===== config.mk =====
export PLATFORM = sky130hd
export DESIGN_NAME = lin_sbc_mode_controller
export DESIGN_NICKNAME = d
export VERILOG_FILES = /design/src/sbc_pkg.sv /design/src/lin_sbc_mode_controller.sv
export VERILOG_INCLUDE_DIRS = /design/src
export SDC_FILE = /design/constraint.sdc
export NUM_CORES = 1
export LEC_CHECK = 0
export BUFFER_PORTS_ARGS = -buffer_cell sky130_fd_sc_hd__clkbuf_2
export CAP_MARGIN = 20
export CORE_MARGIN = 5
export CORE_UTILIZATION = 55
export DETAILED_ROUTE_END_ITERATION = 16
export GPL_TIMING_DRIVEN = 0
export MAX_ROUTING_LAYER = met4
export PLACE_DENSITY = 0.8
export SLEW_MARGIN = 20
export SYNTH_ARGS = -nofsm -noshare
export SYNTH_HDL_FRONTEND = slang
export SYNTH_SLANG_ARGS = --single-unit

===== constraint.sdc =====
create_clock -name core_clk -period 7.83 [get_ports core_clk]
set_input_delay 0.3915 -clock core_clk [delete_from_list [all_inputs] [get_ports core_clk]]
set_output_delay 0.3915 -clock core_clk [all_outputs]
set_load 0.01 [all_outputs]

===== src/sbc_defines.svh =====
// timing, register map and field constants for the mode controller
`ifndef SBC_DEFINES_SVH
`define SBC_DEFINES_SVH

// ----------------------------------------------------------------
// clock and timing
// ----------------------------------------------------------------
`define CLK_PERIOD_NS 10
`define RESET_TIME_NS 4000000
`define SEL_WINDOW_NS 3200
`define SEL_WINDOW_CYCLES (`SEL_WINDOW_NS / `CLK_PERIOD_NS)
`define DOM_TIMEOUT_CYCLES 500000
`define TMR_W 20

// ----------------------------------------------------------------
// register map (byte offsets, 32-bit words)
// ----------------------------------------------------------------
`define ADR_W 4
`define REG_STATUS 4'h0
`define REG_WAKE_TIME 4'h4
`define WAKE_TIME_RESET 32'h2710_2710

// ----------------------------------------------------------------
// field positions
// ----------------------------------------------------------------
`define ST_MODE_LSB 0
`define ST_SRC_LSB 2
`define ST_RST_BIT 4
`define ST_TMO_BIT 5
`define WT_BUS_LSB 0
`define WT_LOCAL_LSB 16
`define WT_FIELD_W 16

// ----------------------------------------------------------------
// input synchroniser vector
// ----------------------------------------------------------------
`define SYNC_W 10
`define SYNC_RESET 10'h000

`endif


===== src/sbc_pkg.sv =====
// types shared by the mode controller
package sbc_pkg;

   // ----------------------------------------------------------------
   // operating modes and fail-safe sources
   // ----------------------------------------------------------------
   typedef enum logic [1:0] {
      MODE_FAILSAFE,
      MODE_NORMAL,
      MODE_SILENT,
      MODE_SLEEP
   } mode_e;

   typedef enum logic [1:0] {
      SRC_NONE,
      SRC_BUS,
      SRC_LOCAL,
      SRC_BATTERY
   } source_e;

endpackage


===== src/lin_sbc_mode_controller.sv =====
// operating-mode controller of a lin system basis chip with wishbone access
`timescale 1ns/1ps
`include "sbc_defines.svh"

module lin_sbc_mode_controller
   import sbc_pkg::*;
#(
   parameter int unsigned RESET_CYCLES = `RESET_TIME_NS / `CLK_PERIOD_NS,
   parameter int unsigned DOM_CYCLES = `DOM_TIMEOUT_CYCLES
) (
   input wire logic core_clk,
   input wire logic reset,
   // wishbone slave
   input wire logic cyc_i,
   input wire logic stb_i,
   input wire logic we_i,
   input wire logic [`ADR_W-1:0] adr_i,
   input wire logic [3:0] sel_i,
   input wire logic [31:0] dat_i,
   output logic [31:0] dat_o,
   output logic ack_o,
   // host pins
   input wire logic enable_pin,
   input wire logic txd_in,
   output logic txd_out,
   output logic txd_oe,
   output logic rxd,
   input wire logic undervoltage_reset_in_n,
   output logic undervoltage_reset_out_n,
   output logic undervoltage_reset_oe,
   input wire logic [1:0] low_side_control_in,
   output logic [1:0] low_side_out,
   // bus front end and supply monitors
   input wire logic bus_level,
   input wire logic bus_prewake_threshold,
   input wire logic local_wake_input,
   input wire logic vcc_undervoltage,
   input wire logic battery_undervoltage_threshold,
   output logic transceiver_tx_enable,
   output logic transceiver_rx_enable,
   output logic bus_drive_dominant,
   output logic bus_receiver_enable,
   output logic slave_termination_enable,
   output logic weak_pullup_enable,
   output logic regulator_enable
);

   // ----------------------------------------------------------------
   // input synchronisers
   // ----------------------------------------------------------------
   logic [`SYNC_W-1:0] raw_in;
   logic [`SYNC_W-1:0] meta_q;
   logic [`SYNC_W-1:0] sync_q;

   assign raw_in = {undervoltage_reset_in_n, battery_undervoltage_threshold,
                    vcc_undervoltage, local_wake_input, bus_prewake_threshold,
                    bus_level, txd_in, enable_pin, low_side_control_in};

   genvar gi;
   generate
      for (gi = 0; gi < `SYNC_W; gi++) begin : g_sync
         always_ff @(posedge core_clk or posedge reset) begin
            if (reset) begin
               meta_q[gi] <= 1'(`SYNC_RESET >> gi);
               sync_q[gi] <= 1'(`SYNC_RESET >> gi);
            end else begin
               meta_q[gi] <= raw_in[gi];
               sync_q[gi] <= meta_q[gi];
            end
         end
      end
   endgenerate

   wire logic [1:0] ls_s = sync_q[1:0];
   wire logic en_s = sync_q[2];
   wire logic txd_s = sync_q[3];
   wire logic bus_s = sync_q[4];
   wire logic prewake_s = sync_q[5];
   wire logic wake_pin_s = sync_q[6];
   wire logic vcc_uv_s = sync_q[7];
   wire logic batt_uv_s = sync_q[8];
   wire logic undervoltage_reset_out_n_pin_s = sync_q[9];

   // ----------------------------------------------------------------
   // state and registers
   // ----------------------------------------------------------------
   mode_e mode_q, mode_d;
   source_e src_q, src_d;
   logic [`TMR_W-1:0] rst_cnt_q, rst_cnt_d;
   logic [`TMR_W-1:0] dom_cnt_q, dom_cnt_d;
   logic [`TMR_W-1:0] sel_cnt_q, sel_cnt_d;
   logic [`WT_FIELD_W-1:0] bus_cnt_q, bus_cnt_d;
   logic [`WT_FIELD_W-1:0] lw_cnt_q, lw_cnt_d;
   logic sel_busy_q, sel_busy_d;
   logic en_prev_q, bus_prev_q;
   logic [31:0] wake_time_q;
   logic start_rst;

   // ----------------------------------------------------------------
   // decode
   // ----------------------------------------------------------------
   wire logic rst_busy = (rst_cnt_q != '0);
   wire logic en_fall = en_prev_q & ~en_s;
   wire logic bus_rise = bus_s & ~bus_prev_q;
   wire logic is_sleep = (mode_q == MODE_SLEEP);
   wire logic is_silent = (mode_q == MODE_SILENT);
   wire logic is_normal = (mode_q == MODE_NORMAL);
   wire logic is_fs = (mode_q == MODE_FAILSAFE);
   wire logic dormant = is_sleep | is_silent;
   wire logic [`WT_FIELD_W-1:0] bus_wake_lim =
      wake_time_q[`WT_BUS_LSB +: `WT_FIELD_W];
   wire logic [`WT_FIELD_W-1:0] lw_wake_lim =
      wake_time_q[`WT_LOCAL_LSB +: `WT_FIELD_W];
   wire logic tx_timeout = (dom_cnt_q == `TMR_W'(DOM_CYCLES));
   // own sleep drive is not a reset cause, the pin read back would loop
   wire logic undervoltage_reset_out_n_low = (rst_busy | ~undervoltage_reset_out_n_pin_s) & ~is_sleep;
   wire logic sel_end = sel_busy_q &
      (sel_cnt_q == `TMR_W'(`SEL_WINDOW_CYCLES));
   // txd sampled at the end of the window so a late txd fall still counts
   wire logic sel_fire = sel_end & ~rst_busy;
   wire logic bus_wake = dormant & bus_rise &
      (bus_cnt_q >= bus_wake_lim) & (~is_silent | txd_s);
   wire logic local_wake = dormant & (lw_cnt_q == lw_wake_lim);

   // ----------------------------------------------------------------
   // mode select window
   // ----------------------------------------------------------------
   always_comb begin
      sel_busy_d = sel_busy_q;
      sel_cnt_d = sel_cnt_q;
      if (en_fall & ~rst_busy) begin
         sel_busy_d = 1'b1;
         sel_cnt_d = '0;
      end else if (sel_end | en_s) begin
         sel_busy_d = 1'b0;
      end else if (sel_busy_q) begin
         sel_cnt_d = sel_cnt_q + `TMR_W'(1);
      end
   end

   // ----------------------------------------------------------------
   // wake filters and txd dominant timeout
   // ----------------------------------------------------------------
   always_comb begin
      bus_cnt_d = '0;
      lw_cnt_d = '0;
      dom_cnt_d = '0;
      if (dormant & prewake_s & ~bus_s) begin
         bus_cnt_d = (bus_cnt_q == '1) ? bus_cnt_q
                                       : bus_cnt_q + `WT_FIELD_W'(1);
      end
      if (dormant & ~wake_pin_s) begin
         // stops one past the limit so a held pin wakes only once
         lw_cnt_d = (lw_cnt_q > lw_wake_lim) ? lw_cnt_q
                                            : lw_cnt_q + `WT_FIELD_W'(1);
      end
      if (is_normal & ~txd_s) begin
         dom_cnt_d = tx_timeout ? dom_cnt_q : dom_cnt_q + `TMR_W'(1);
      end
   end

   // ----------------------------------------------------------------
   // mode state machine
   // ----------------------------------------------------------------
   always_comb begin
      mode_d = mode_q;
      src_d = src_q;
      start_rst = 1'b0;
      case (mode_q)
         MODE_FAILSAFE: begin
            // a held battery dip with enable high would bounce every cycle
            if (!rst_busy && en_s && !batt_uv_s) begin
               mode_d = MODE_NORMAL;
            end else if (sel_fire && src_q == SRC_BATTERY) begin
               mode_d = txd_s ? MODE_SILENT : MODE_SLEEP;
            end
         end
         MODE_NORMAL: begin
            src_d = SRC_NONE;
            if (vcc_uv_s) begin
               start_rst = 1'b1;
               mode_d = MODE_FAILSAFE;
            end else if (batt_uv_s) begin
               src_d = SRC_BATTERY;
               mode_d = MODE_FAILSAFE;
            end else if (sel_fire) begin
               // a stuck-low txd still lands here after the timeout
               mode_d = txd_s ? MODE_SILENT : MODE_SLEEP;
            end
         end
         MODE_SILENT: begin
            if (vcc_uv_s) begin
               start_rst = 1'b1;
               mode_d = MODE_FAILSAFE;
            end else if (bus_wake) begin
               src_d = SRC_BUS;
               mode_d = MODE_FAILSAFE;
            end else if (local_wake) begin
               src_d = SRC_LOCAL;
               mode_d = MODE_FAILSAFE;
            end
         end
         MODE_SLEEP: begin
            // regulator restarts, so the host sees a full reset pulse
            if (bus_wake) begin
               src_d = SRC_BUS;
               start_rst = 1'b1;
               mode_d = MODE_FAILSAFE;
            end else if (local_wake) begin
               src_d = SRC_LOCAL;
               start_rst = 1'b1;
               mode_d = MODE_FAILSAFE;
            end
         end
         default: begin
            mode_d = MODE_FAILSAFE;
         end
      endcase
      if (undervoltage_reset_out_n_low && mode_d != MODE_SLEEP) begin
         mode_d = MODE_FAILSAFE;
      end
   end

   always_comb begin
      rst_cnt_d = rst_busy ? rst_cnt_q - `TMR_W'(1) : rst_cnt_q;
      if (start_rst) begin
         rst_cnt_d = `TMR_W'(RESET_CYCLES);
      end
   end

   always_ff @(posedge core_clk or posedge reset) begin
      if (reset) begin
         mode_q <= MODE_FAILSAFE;
         src_q <= SRC_NONE;
         rst_cnt_q <= `TMR_W'(RESET_CYCLES);
         sel_busy_q <= 1'b0;
         sel_cnt_q <= '0;
         bus_cnt_q <= '0;
         lw_cnt_q <= '0;
         dom_cnt_q <= '0;
         en_prev_q <= 1'b0;
         bus_prev_q <= 1'b1;
      end else begin
         mode_q <= mode_d;
         src_q <= src_d;
         rst_cnt_q <= rst_cnt_d;
         sel_busy_q <= sel_busy_d;
         sel_cnt_q <= sel_cnt_d;
         bus_cnt_q <= bus_cnt_d;
         lw_cnt_q <= lw_cnt_d;
         dom_cnt_q <= dom_cnt_d;
         en_prev_q <= en_s;
         bus_prev_q <= bus_s;
      end
   end

   // ----------------------------------------------------------------
   // pin and front-end outputs
   // ----------------------------------------------------------------
   wire logic fs_txd = (src_q == SRC_BATTERY) | (src_q == SRC_NONE);
   wire logic fs_rxd = (src_q == SRC_LOCAL) | (src_q == SRC_NONE);
   wire logic rxd_d = is_normal ? bus_s : (is_silent | (is_fs & fs_rxd));
   wire logic undervoltage_reset_out_n_drive = rst_busy | is_sleep;
   wire logic tx_ok = is_normal & ~tx_timeout;

   always_ff @(posedge core_clk or posedge reset) begin
      if (reset) begin
         transceiver_tx_enable <= 1'b0;
         transceiver_rx_enable <= 1'b0;
         bus_drive_dominant <= 1'b0;
         bus_receiver_enable <= 1'b0;
         slave_termination_enable <= 1'b1;
         weak_pullup_enable <= 1'b0;
         regulator_enable <= 1'b1;
         low_side_out <= 2'h0;
         rxd <= 1'b1;
         txd_out <= 1'b1;
         txd_oe <= 1'b1;
         undervoltage_reset_out_n <= 1'b0;
         undervoltage_reset_oe <= 1'b1;
      end else begin
         transceiver_tx_enable <= tx_ok;
         transceiver_rx_enable <= is_normal;
         bus_drive_dominant <= tx_ok & ~txd_s;
         bus_receiver_enable <= is_normal | (dormant & prewake_s);
         slave_termination_enable <= is_normal | is_fs;
         weak_pullup_enable <= dormant;
         regulator_enable <= ~is_sleep;
         low_side_out <= is_normal ? ls_s : 2'h0;
         rxd <= rxd_d;
         txd_out <= fs_txd;
         txd_oe <= is_fs;
         undervoltage_reset_out_n <= 1'b0;
         undervoltage_reset_oe <= undervoltage_reset_out_n_drive;
      end
   end

   // ----------------------------------------------------------------
   // wishbone slave
   // ----------------------------------------------------------------
   wire logic req = cyc_i & stb_i;
   wire logic hit_status = (adr_i == `REG_STATUS);
   wire logic hit_wake = (adr_i == `REG_WAKE_TIME);
   logic [31:0] status_word;
   logic [31:0] rd_word;

   always_comb begin
      status_word = 32'h0;
      status_word[`ST_MODE_LSB +: 2] = mode_q;
      status_word[`ST_SRC_LSB +: 2] = src_q;
      status_word[`ST_RST_BIT] = rst_busy;
      status_word[`ST_TMO_BIT] = tx_timeout;
      rd_word = hit_status ? status_word : (hit_wake ? wake_time_q : 32'h0);
   end

   always_ff @(posedge core_clk or posedge reset) begin
      if (reset) begin
         ack_o <= 1'b0;
         dat_o <= 32'h0;
      end else begin
         ack_o <= req & ~ack_o;
         dat_o <= (req & ~ack_o) ? rd_word : 32'h0;
      end
   end

   // write lands on the edge at which the master samples ack
   generate
      for (gi = 0; gi < 4; gi++) begin : g_lane
         always_ff @(posedge core_clk or posedge reset) begin
            if (reset) begin
               wake_time_q[gi*8 +: 8] <= 8'(`WAKE_TIME_RESET >> (gi*8));
            end else if (req && ack_o && we_i && hit_wake && sel_i[gi]) begin
               wake_time_q[gi*8 +: 8] <= dat_i[gi*8 +: 8];
            end
         end
      end
   endgenerate

endmodule // lin_sbc_mode_controller


==> run_results.csv, run 1 <==
group,metric,value,unit
routing,num_vias,6873,
finish,n_antenna_cell,0,
synthesis,async_flop_share,100.0,%
worst_setup_path,worstPathArrival,3.61,ns
timing,hold_viol,0,
timing,tns,0,ns
clock_tree,cts_resized,0,
synthesis,ys_top_cells_by_count,"dfrtp_1, nor2_1, inv_1",
synthesis,ys_types,64,
floorplan,die_w,139.7,um
worst_setup_path,start_kind,"register",
worst_setup_path,cpMostUsedCell,"buf_2",
synthesis,synth_ff_type,"dfrtp_1",
worst_setup_path,slowest_stage,"or4b_2",
worst_setup_path,worst-r2r-setup-slack,4.53,ns
timing,finalCriticalPeriod,3.295,ns
place,hpwlAfterDp,14070,um
clock_tree,post_cts_buffers,0,
routing,drc,0,
global_routing,track_usage,21.11,%
worst_setup_path,cpLargestDelayFamily,"simple AND/OR/NAND/NOR gates",
global_routing,gr-total-overflow,0,
place,io_buffers,99,
worst_setup_path,end_kind,"register",
global_routing,grt_max_degree,70,
status,status,"complete, no violations",
clock_tree,cts_tree,"yes",
routing,firstDrtPassIters,5,
synthesis,ys_seq_elements,197,
clock_tree,cts_num_sinks,197,
timing,finalMaxSlewViolations,0,
routing,drtIter0Drc,475,
clock_tree,ctsHtreeMaxLevel,4,
finish,nets,1099,
synthesis,synth_top_cell_area_share,47.07,%
timing,finalClockSkew,0.01291,ns
synthesis,synth.most_common_cell,"dfrtp_1",
clock_tree,cts_hold_repair.buffers,1,
timing,rsz0062_at_grt,"no",
synthesis,syn_nets,978,
routing,viasPerCell,5.583,
clock_tree,cts.path.max_buffers,2,
finish,final_cells,1231,
synthesis,syn_area,9250,sq um
floorplan,die_y,139.7,um
worst_setup_path,worstPathCellList,"inv_1, ha_1, and4_1, or4b_2, nor2_2, o21ai_0, a21oi_1, buf_2, buf_2, nor2_1",
finish,area_growth,15.00,%
synthesis,ys_top_cells_by_area,"dfrtp_1, dfstp_2, ha_1, mux2_2, nor2_1",
routing,drt-wirelength-per-cell,16.01,um
worst_setup_path,slowest_delay,0.65,ns
finish,layout-drive-gt1-share,20.18,%
floorplan,io_pins,102,
synthesis,syn_inst,877,
synthesis,synth_seq_area_share,53.60,%
clock_tree,root_buffer,"clkbuf_16",
worst_setup_path,critical_path_buf_inv_count,3,
floorplan,start_util,55.98,%
worst_setup_path,critPathKind,"register to register",
place,gp_congestion,0.8539,
clock_tree,clk_pin_slew,0.08,ns
timing,fin_crit_sh,42.09,%
timing,max_freq,303.4,MHz
synthesis,synth_top_area_cell,"dfrtp_1",
power,ir_worst_vdd,0.0001785,V
power,powerDensity,206.2,nW/um^2
synthesis,synth_edf_count,0,
timing,setup-violations-final,0,
global_routing,antenna_found_initial,0,
worst_setup_path,cp.required,8.14,ns
run,drv_cap,0,
global_routing,grt_pass1_vias,6786,
routing,wirelength,19710,um
power,p_leak,4.776,nW
min_path,min-delay-path-class,"input pin to register",
routing,ant_nets,0,
synthesis,syn_area_per_cell,10.55,sq um
floorplan,fp.dieArea,19510,sq um
clock_tree,cts_made_buffers,17,
floorplan,fp.coreArea,16520,sq um
place,placed_cells,1198,
global_routing,grt_first_pass_wirelength,33020,um
finish,nFillCells,1289,
timing,worst_slew_pin_slew,0.9496,ns
worst_setup_path,critPathMaxFanout,10,
synthesis,yosysWarningCount,0,
floorplan,rows,47,
timing,slew_headroom,36.21,%
clock_tree,clock_latency,0.44,ns
[path summary, 6_finish.rpt]
check / startpoint / end / depth (start not counted)
worst max-delay path: lw_wake_lim[10] / rst_cnt_q[8] / 10
worst min-delay path: battery_undervoltage_threshold / meta_q[8] / 1
worst max register to register: lw_wake_lim[10] / rst_cnt_q[8] / 10
worst min register to register: meta_q[3] / txd_s / 0
max in group asynchronous: reset / undervoltage_reset_oe / 5
min in group asynchronous: reset / dat_o[27] / 3
[final cells by class]
cell class	count	area [sq um]	share of cell area, %
well taps	220	275.3	2.588
repair buffers	102	560.5	5.269
multi-input cells	596	3958	37.20
plain buffers	22	101.3	0.9527
clock buffers	21	440.4	4.140
flip-flops and latches	197	4959	46.61
clock inverters	11	103.9	0.9762
inverters	62	240.2	2.258
[where the power goes]
part / internal (W) / total (W) / switching (W)
sequential: 0.00110 / 0.00116 / 0.0000640
clock: 0.000440 / 0.000819 / 0.000379
combinational: 0.0000914 / 0.000215 / 0.000124
total: 0.00163 / 0.00219 / 0.000567
[layout by cell type, fill, tap and decap left out, types with 8 or more instances in the layout]
master | netlist | final
dfrtp_1 | 174 | 174
clkbuf_2 | 0 | 99
nor2_1 | 90 | 90
inv_1 | 61 | 60
nand2_1 | 58 | 58
o21ai_0 | 48 | 48
ha_1 | 46 | 46
nor3_1 | 39 | 39
a21oi_1 | 33 | 33
mux2_2 | 32 | 32
nand3_1 | 31 | 31
xnor2_1 | 27 | 27
xor2_1 | 24 | 24
dfstp_2 | 23 | 23
nand4_1 | 18 | 18
clkbuf_16 | 0 | 17
clkbuf_1 | 12 | 16
or3_1 | 15 | 15
and3_1 | 13 | 13
mux2i_1 | 11 | 11
nand2b_1 | 10 | 10
o211ai_1 | 9 | 9
and2_1 | 8 | 8
[registers in the layout (all words and copies together) (netlist names), 10 cells and up]
register / cells
bus_cnt_q: 16
dat_o: 32
bus_wake_lim: 16
rst_cnt_q: 20
lw_cnt_q: 16
meta_q: 10
lw_wake_lim: 16
dom_cnt_q: 20
sel_cnt_q: 20
[worst register-to-register path, delay by kind of cell (launching register included)]
| kind | cells | cell delay (ns) |
|---|---|---|
| DFF | 1 | 0.54 |
| adders and majority gates | 1 | 0.29 |
| buffers and inverters | 3 | 0.56 |
| and+or+nand+nor | 4 | 1.39 |
| AOI/OAI and AO/OA | 2 | 0.41 |
[stage by stage]
stage / hold WS [ns] / cell area [sq um] / setup WS [ns] / power, W / util, %
2_1_floorplan: 0.3312 / 9250 / 2.108 / 0.001313 / -
3_3_place_gp: 0.3323 / 10020 / 0.05786 / 0.001373 / 60.64
3_5_place_dp: 0.3347 / 10080 / 4.584 / 0.001387 / 61.02
4_1_cts: 0.05278 / 10640 / 4.550 / 0.002208 / 64.38
5_1_grt: 0.04141 / 10640 / 4.341 / 0.002287 / 64.38
6_report: 0.06479 / 10640 / 4.535 / 0.002193 / 64.38
[layer usage]
metal | vias to the layer above | part of all wire [%] | track usage [%]
met3 | 37 | 4.5 | 4.220
met1 | 3372 | 45 | 28.16
li1 | 3295 | - | -
met2 | 169 | 49 | 33.78
met5 | - | 0 | -
met4 | 0 | 1.5 | 4.844
[logic make-up after synthesis]
group                    share of synthesized area [%]
AND/OR/NAND/NOR                                  17.80
AO/OA/AOI/OAI                                    8.806
flip-flops                                       53.60
multiplexers                                     5.086
adder cells (fa/ha/maj)                          6.222
other                                          0.04054
XOR/XNOR                                         4.829
buffers and inverters                            3.612
Power figures use the tool's default switching activity.
==> run 2, diff against run 1 <==
==> constraint.sdc (replaced) <==
create_clock -name core_clk -period 3.2 [get_ports core_clk]
set_input_delay 0.16 -clock core_clk [delete_from_list [all_inputs] [get_ports core_clk]]
set_output_delay 0.16 -clock core_clk [all_outputs]
set_load 0.01 [all_outputs]
==> run 2 against run 1 <==
Clock power increased to 2.7 times the previous value. Die area is the same. Final area grew 6.0%. Clock skew about the same. Via count rose by 3.8%. Critical endpoint is now lw_cnt_q[5]. Cell count grew 4.2%. Core utilization is 3.9 points higher. Critical path depth decreased by 1. Register-to-register slack worse by 4.4 ns.
==> run_results.csv, run 2 (same netlist as run 1, synthesis figures left out) <==
group,metric,value,unit
status,status,"complete, no violations",
finish,max_flop_register,"dat_o",
worst_setup_path,cpLargestDelayFamily,"compound AO/OA/AOI/OAI gates",
routing,drt-wirelength-per-cell,16.50,um
finish,n_antenna_cell,0,
routing,wirelength,21170,um
floorplan,fp.dieArea,19510,sq um
power,ir_worst_vdd,0.0004146,V
worst_setup_path,reg2reg_from,"lw_wake_lim[9]",
worst_setup_path,worst-r2r-setup-slack,0.15,ns
timing,finalCriticalPeriod,3.052,ns
worst_setup_path,critical_path_buf_inv_count,1,
worst_setup_path,critPathMaxFanout,10,
clock_tree,cts_tree,"yes",
finish,largest_reg_flops,32,
timing,hold_ws,0.2437,ns
routing,firstDrtPassIters,8,
floorplan,die_w,139.7,um
routing,wl_met3,943,um
routing,wl_met1,9075,um
global_routing,grt_first_pass_wirelength,35430,um
power,p_leak,5.067,nW
floorplan,io_pins,102,
worst_setup_path,slowest_delay,0.58,ns
timing,finalClockSkew,0.01288,ns
floorplan,start_util,55.98,%
worst_setup_path,cp-startpoint,"lw_wake_lim[9]",
timing,hold_viol,0,
worst_setup_path,path_depth,9,
floorplan,rows,47,
clock_tree,ctsHtreeMaxLevel,4,
power,powerDensity,500.5,nW/um^2
finish,final_common_cell,"dfrtp_1",
finish,layout-drive-gt1-share,20.32,%
timing,finalMaxSlewViolations,0,
worst_setup_path,critPathKind,"register to register",
clock_tree,cts.path.max_buffers,2,
finish,area_growth,21.91,%
routing,top_layer_used,"met4",
routing,num_vias,7135,
place,io_buffers,99,
timing,max_freq,327.6,MHz
floorplan,fp.coreArea,16520,sq um
place,dp_slack,-0.03496,ns
worst_setup_path,worstPathArrival,3.42,ns
worst_setup_path,worstPathCellList,"inv_1, ha_1, a21o_1, a21o_1, a221o_1, a2111oi_4, nor2_4, or4_1, a21oi_1",
routing,drtIter0Drc,466,
worst_setup_path,start_kind,"register",
min_path,min-delay-path-class,"input pin to async pin",
routing,drc,0,
routing,viasPerCell,5.561,
timing,setup_ws,0.1479,ns
timing,fin_crit_sh,95.38,%
worst_setup_path,cp.required,3.56,ns
worst_setup_path,r2r_end,"lw_cnt_q[5]",
global_routing,antenna_found_initial,0,
floorplan,die_y,139.7,um
timing,slew_headroom,36.10,%
worst_setup_path,end_kind,"register",
clock_tree,cts_made_buffers,17,
worst_setup_path,cpMostUsedCell,"a21o_1",
global_routing,track_usage,22.82,%
routing,ant_nets,0,
clock_tree,cts_num_sinks,197,
routing,route.met2.wl,10640,um
worst_setup_path,crit_path_end,"lw_cnt_q[5]",
global_routing,grt_pass1_vias,7170,
global_routing,grt_max_degree,36,
timing,rsz0062_at_grt,"no",
finish,layout_common_cells,"dfrtp_1, clkbuf_2, nor2_1, inv_1, nand2_1",
timing,setup-violations-final,0,
finish,nets,1151,
place,gp_congestion,0.8875,
timing,tns,0,ns
clock_tree,clock_latency,0.44,ns
timing,worst_slew_pin_slew,0.9511,ns
run,drv_cap,0,
clock_tree,root_buffer,"clkbuf_16",
global_routing,gr-total-overflow,0,
worst_setup_path,slowest_stage,"a2111oi_4",
place,hpwlAfterDp,14560,um
finish,final_util,68.24,%
worst_setup_path,ff2ff_path_depth,9,
clock_tree,clk_pin_slew,0.08,ns
-- run 2: cell count changes in the layout (fill, tap and decap cells not counted), sizes merged --
| cell | previous run | this run |
|---|---|---|
| dlygate4sd3 | 1 | 45 |
| buf | 12 | 20 |
| clkinv | 3 | 7 |
| clkinvlp | 5 | 1 |
| clkbuf | 132 | 130 |
| bufinv | 1 | 2 |
| inv | 64 | 65 |
-- run 2: worst min-delay path by stage --
| stage | start | end | cells after the start |
|---|---|---|---|
| 5_1_grt | reset | weak_pullup_enable | 3 |
| 3_3_place_gp | enable_pin | meta_q[2] | 1 |
| 6_report | reset | weak_pullup_enable | 3 |
| 2_1_floorplan | low_side_control_in[0] | meta_q[0] | 0 |
| 3_5_place_dp | reset | low_side_out[0] | 2 |
| 4_1_cts | reset | weak_pullup_enable | 3 |
-- run 2: cell type report --
cell class                 count  area, sq um
fill                        1139         5248
tap                          220        275.3
clock buffer                  19        442.9
sequential                   197         4959
inverter                      62        236.5
buffer                        22        101.3
multi-input combinational    596         3971
clock inverter                13        167.7
timing repair buffer         154         1124
-- run 2: worst reg2reg max path, cell delays in order, from the launching register on --
cell and delay (ns):
dfstp_2 0.53, inv_1 0.06, ha_1 0.29, a21o_1 0.16
a21o_1 0.16, a221o_1 0.38, a2111oi_4 0.58, nor2_4 0.14
or4_1 0.52, a21oi_1 0.16
-- run 2: power by group --
part           internal [W]  switching [W]  total (W)
combinational      0.000287       0.000324   0.000610
clock               0.00120        0.00101    0.00221
sequential          0.00268       0.000146    0.00282
total               0.00417        0.00148    0.00564
-- run 2: metrics by stage --
step / cell area (sq um) / std cells / power [W]
2_1_floorplan: 9254 / 877 / 0.003213
3_3_place_gp: 10020 / 1196 / 0.003360
3_5_place_dp: 10180 / 1203 / 0.003407
4_1_cts: 11250 / 1280 / 0.005644
5_1_grt: 11280 / 1283 / 0.005876
6_report: 11280 / 1283 / 0.005644
-- run 2: metal layers --
layer  global-route usage (%)  vias to the layer above
met5                        -                        -
met4                    6.935                        0
met3                    4.528                       44
met2                    37.38                      191
met1                    28.93                     3496
li1                         -                     3404
-- run 2: what timing repair did --
| item | in CTS | in global routing |
|---|---|---|
| endpoints found under the hold margin | 66 | 0 |
| resized for setup | 2 | 2 |
| pin swaps | 0 | 1 |
| buffers inserted | 0 | 3 |
| hold buffers | 45 | 0 |
| endpoints found under the setup margin | 10 | 15 |
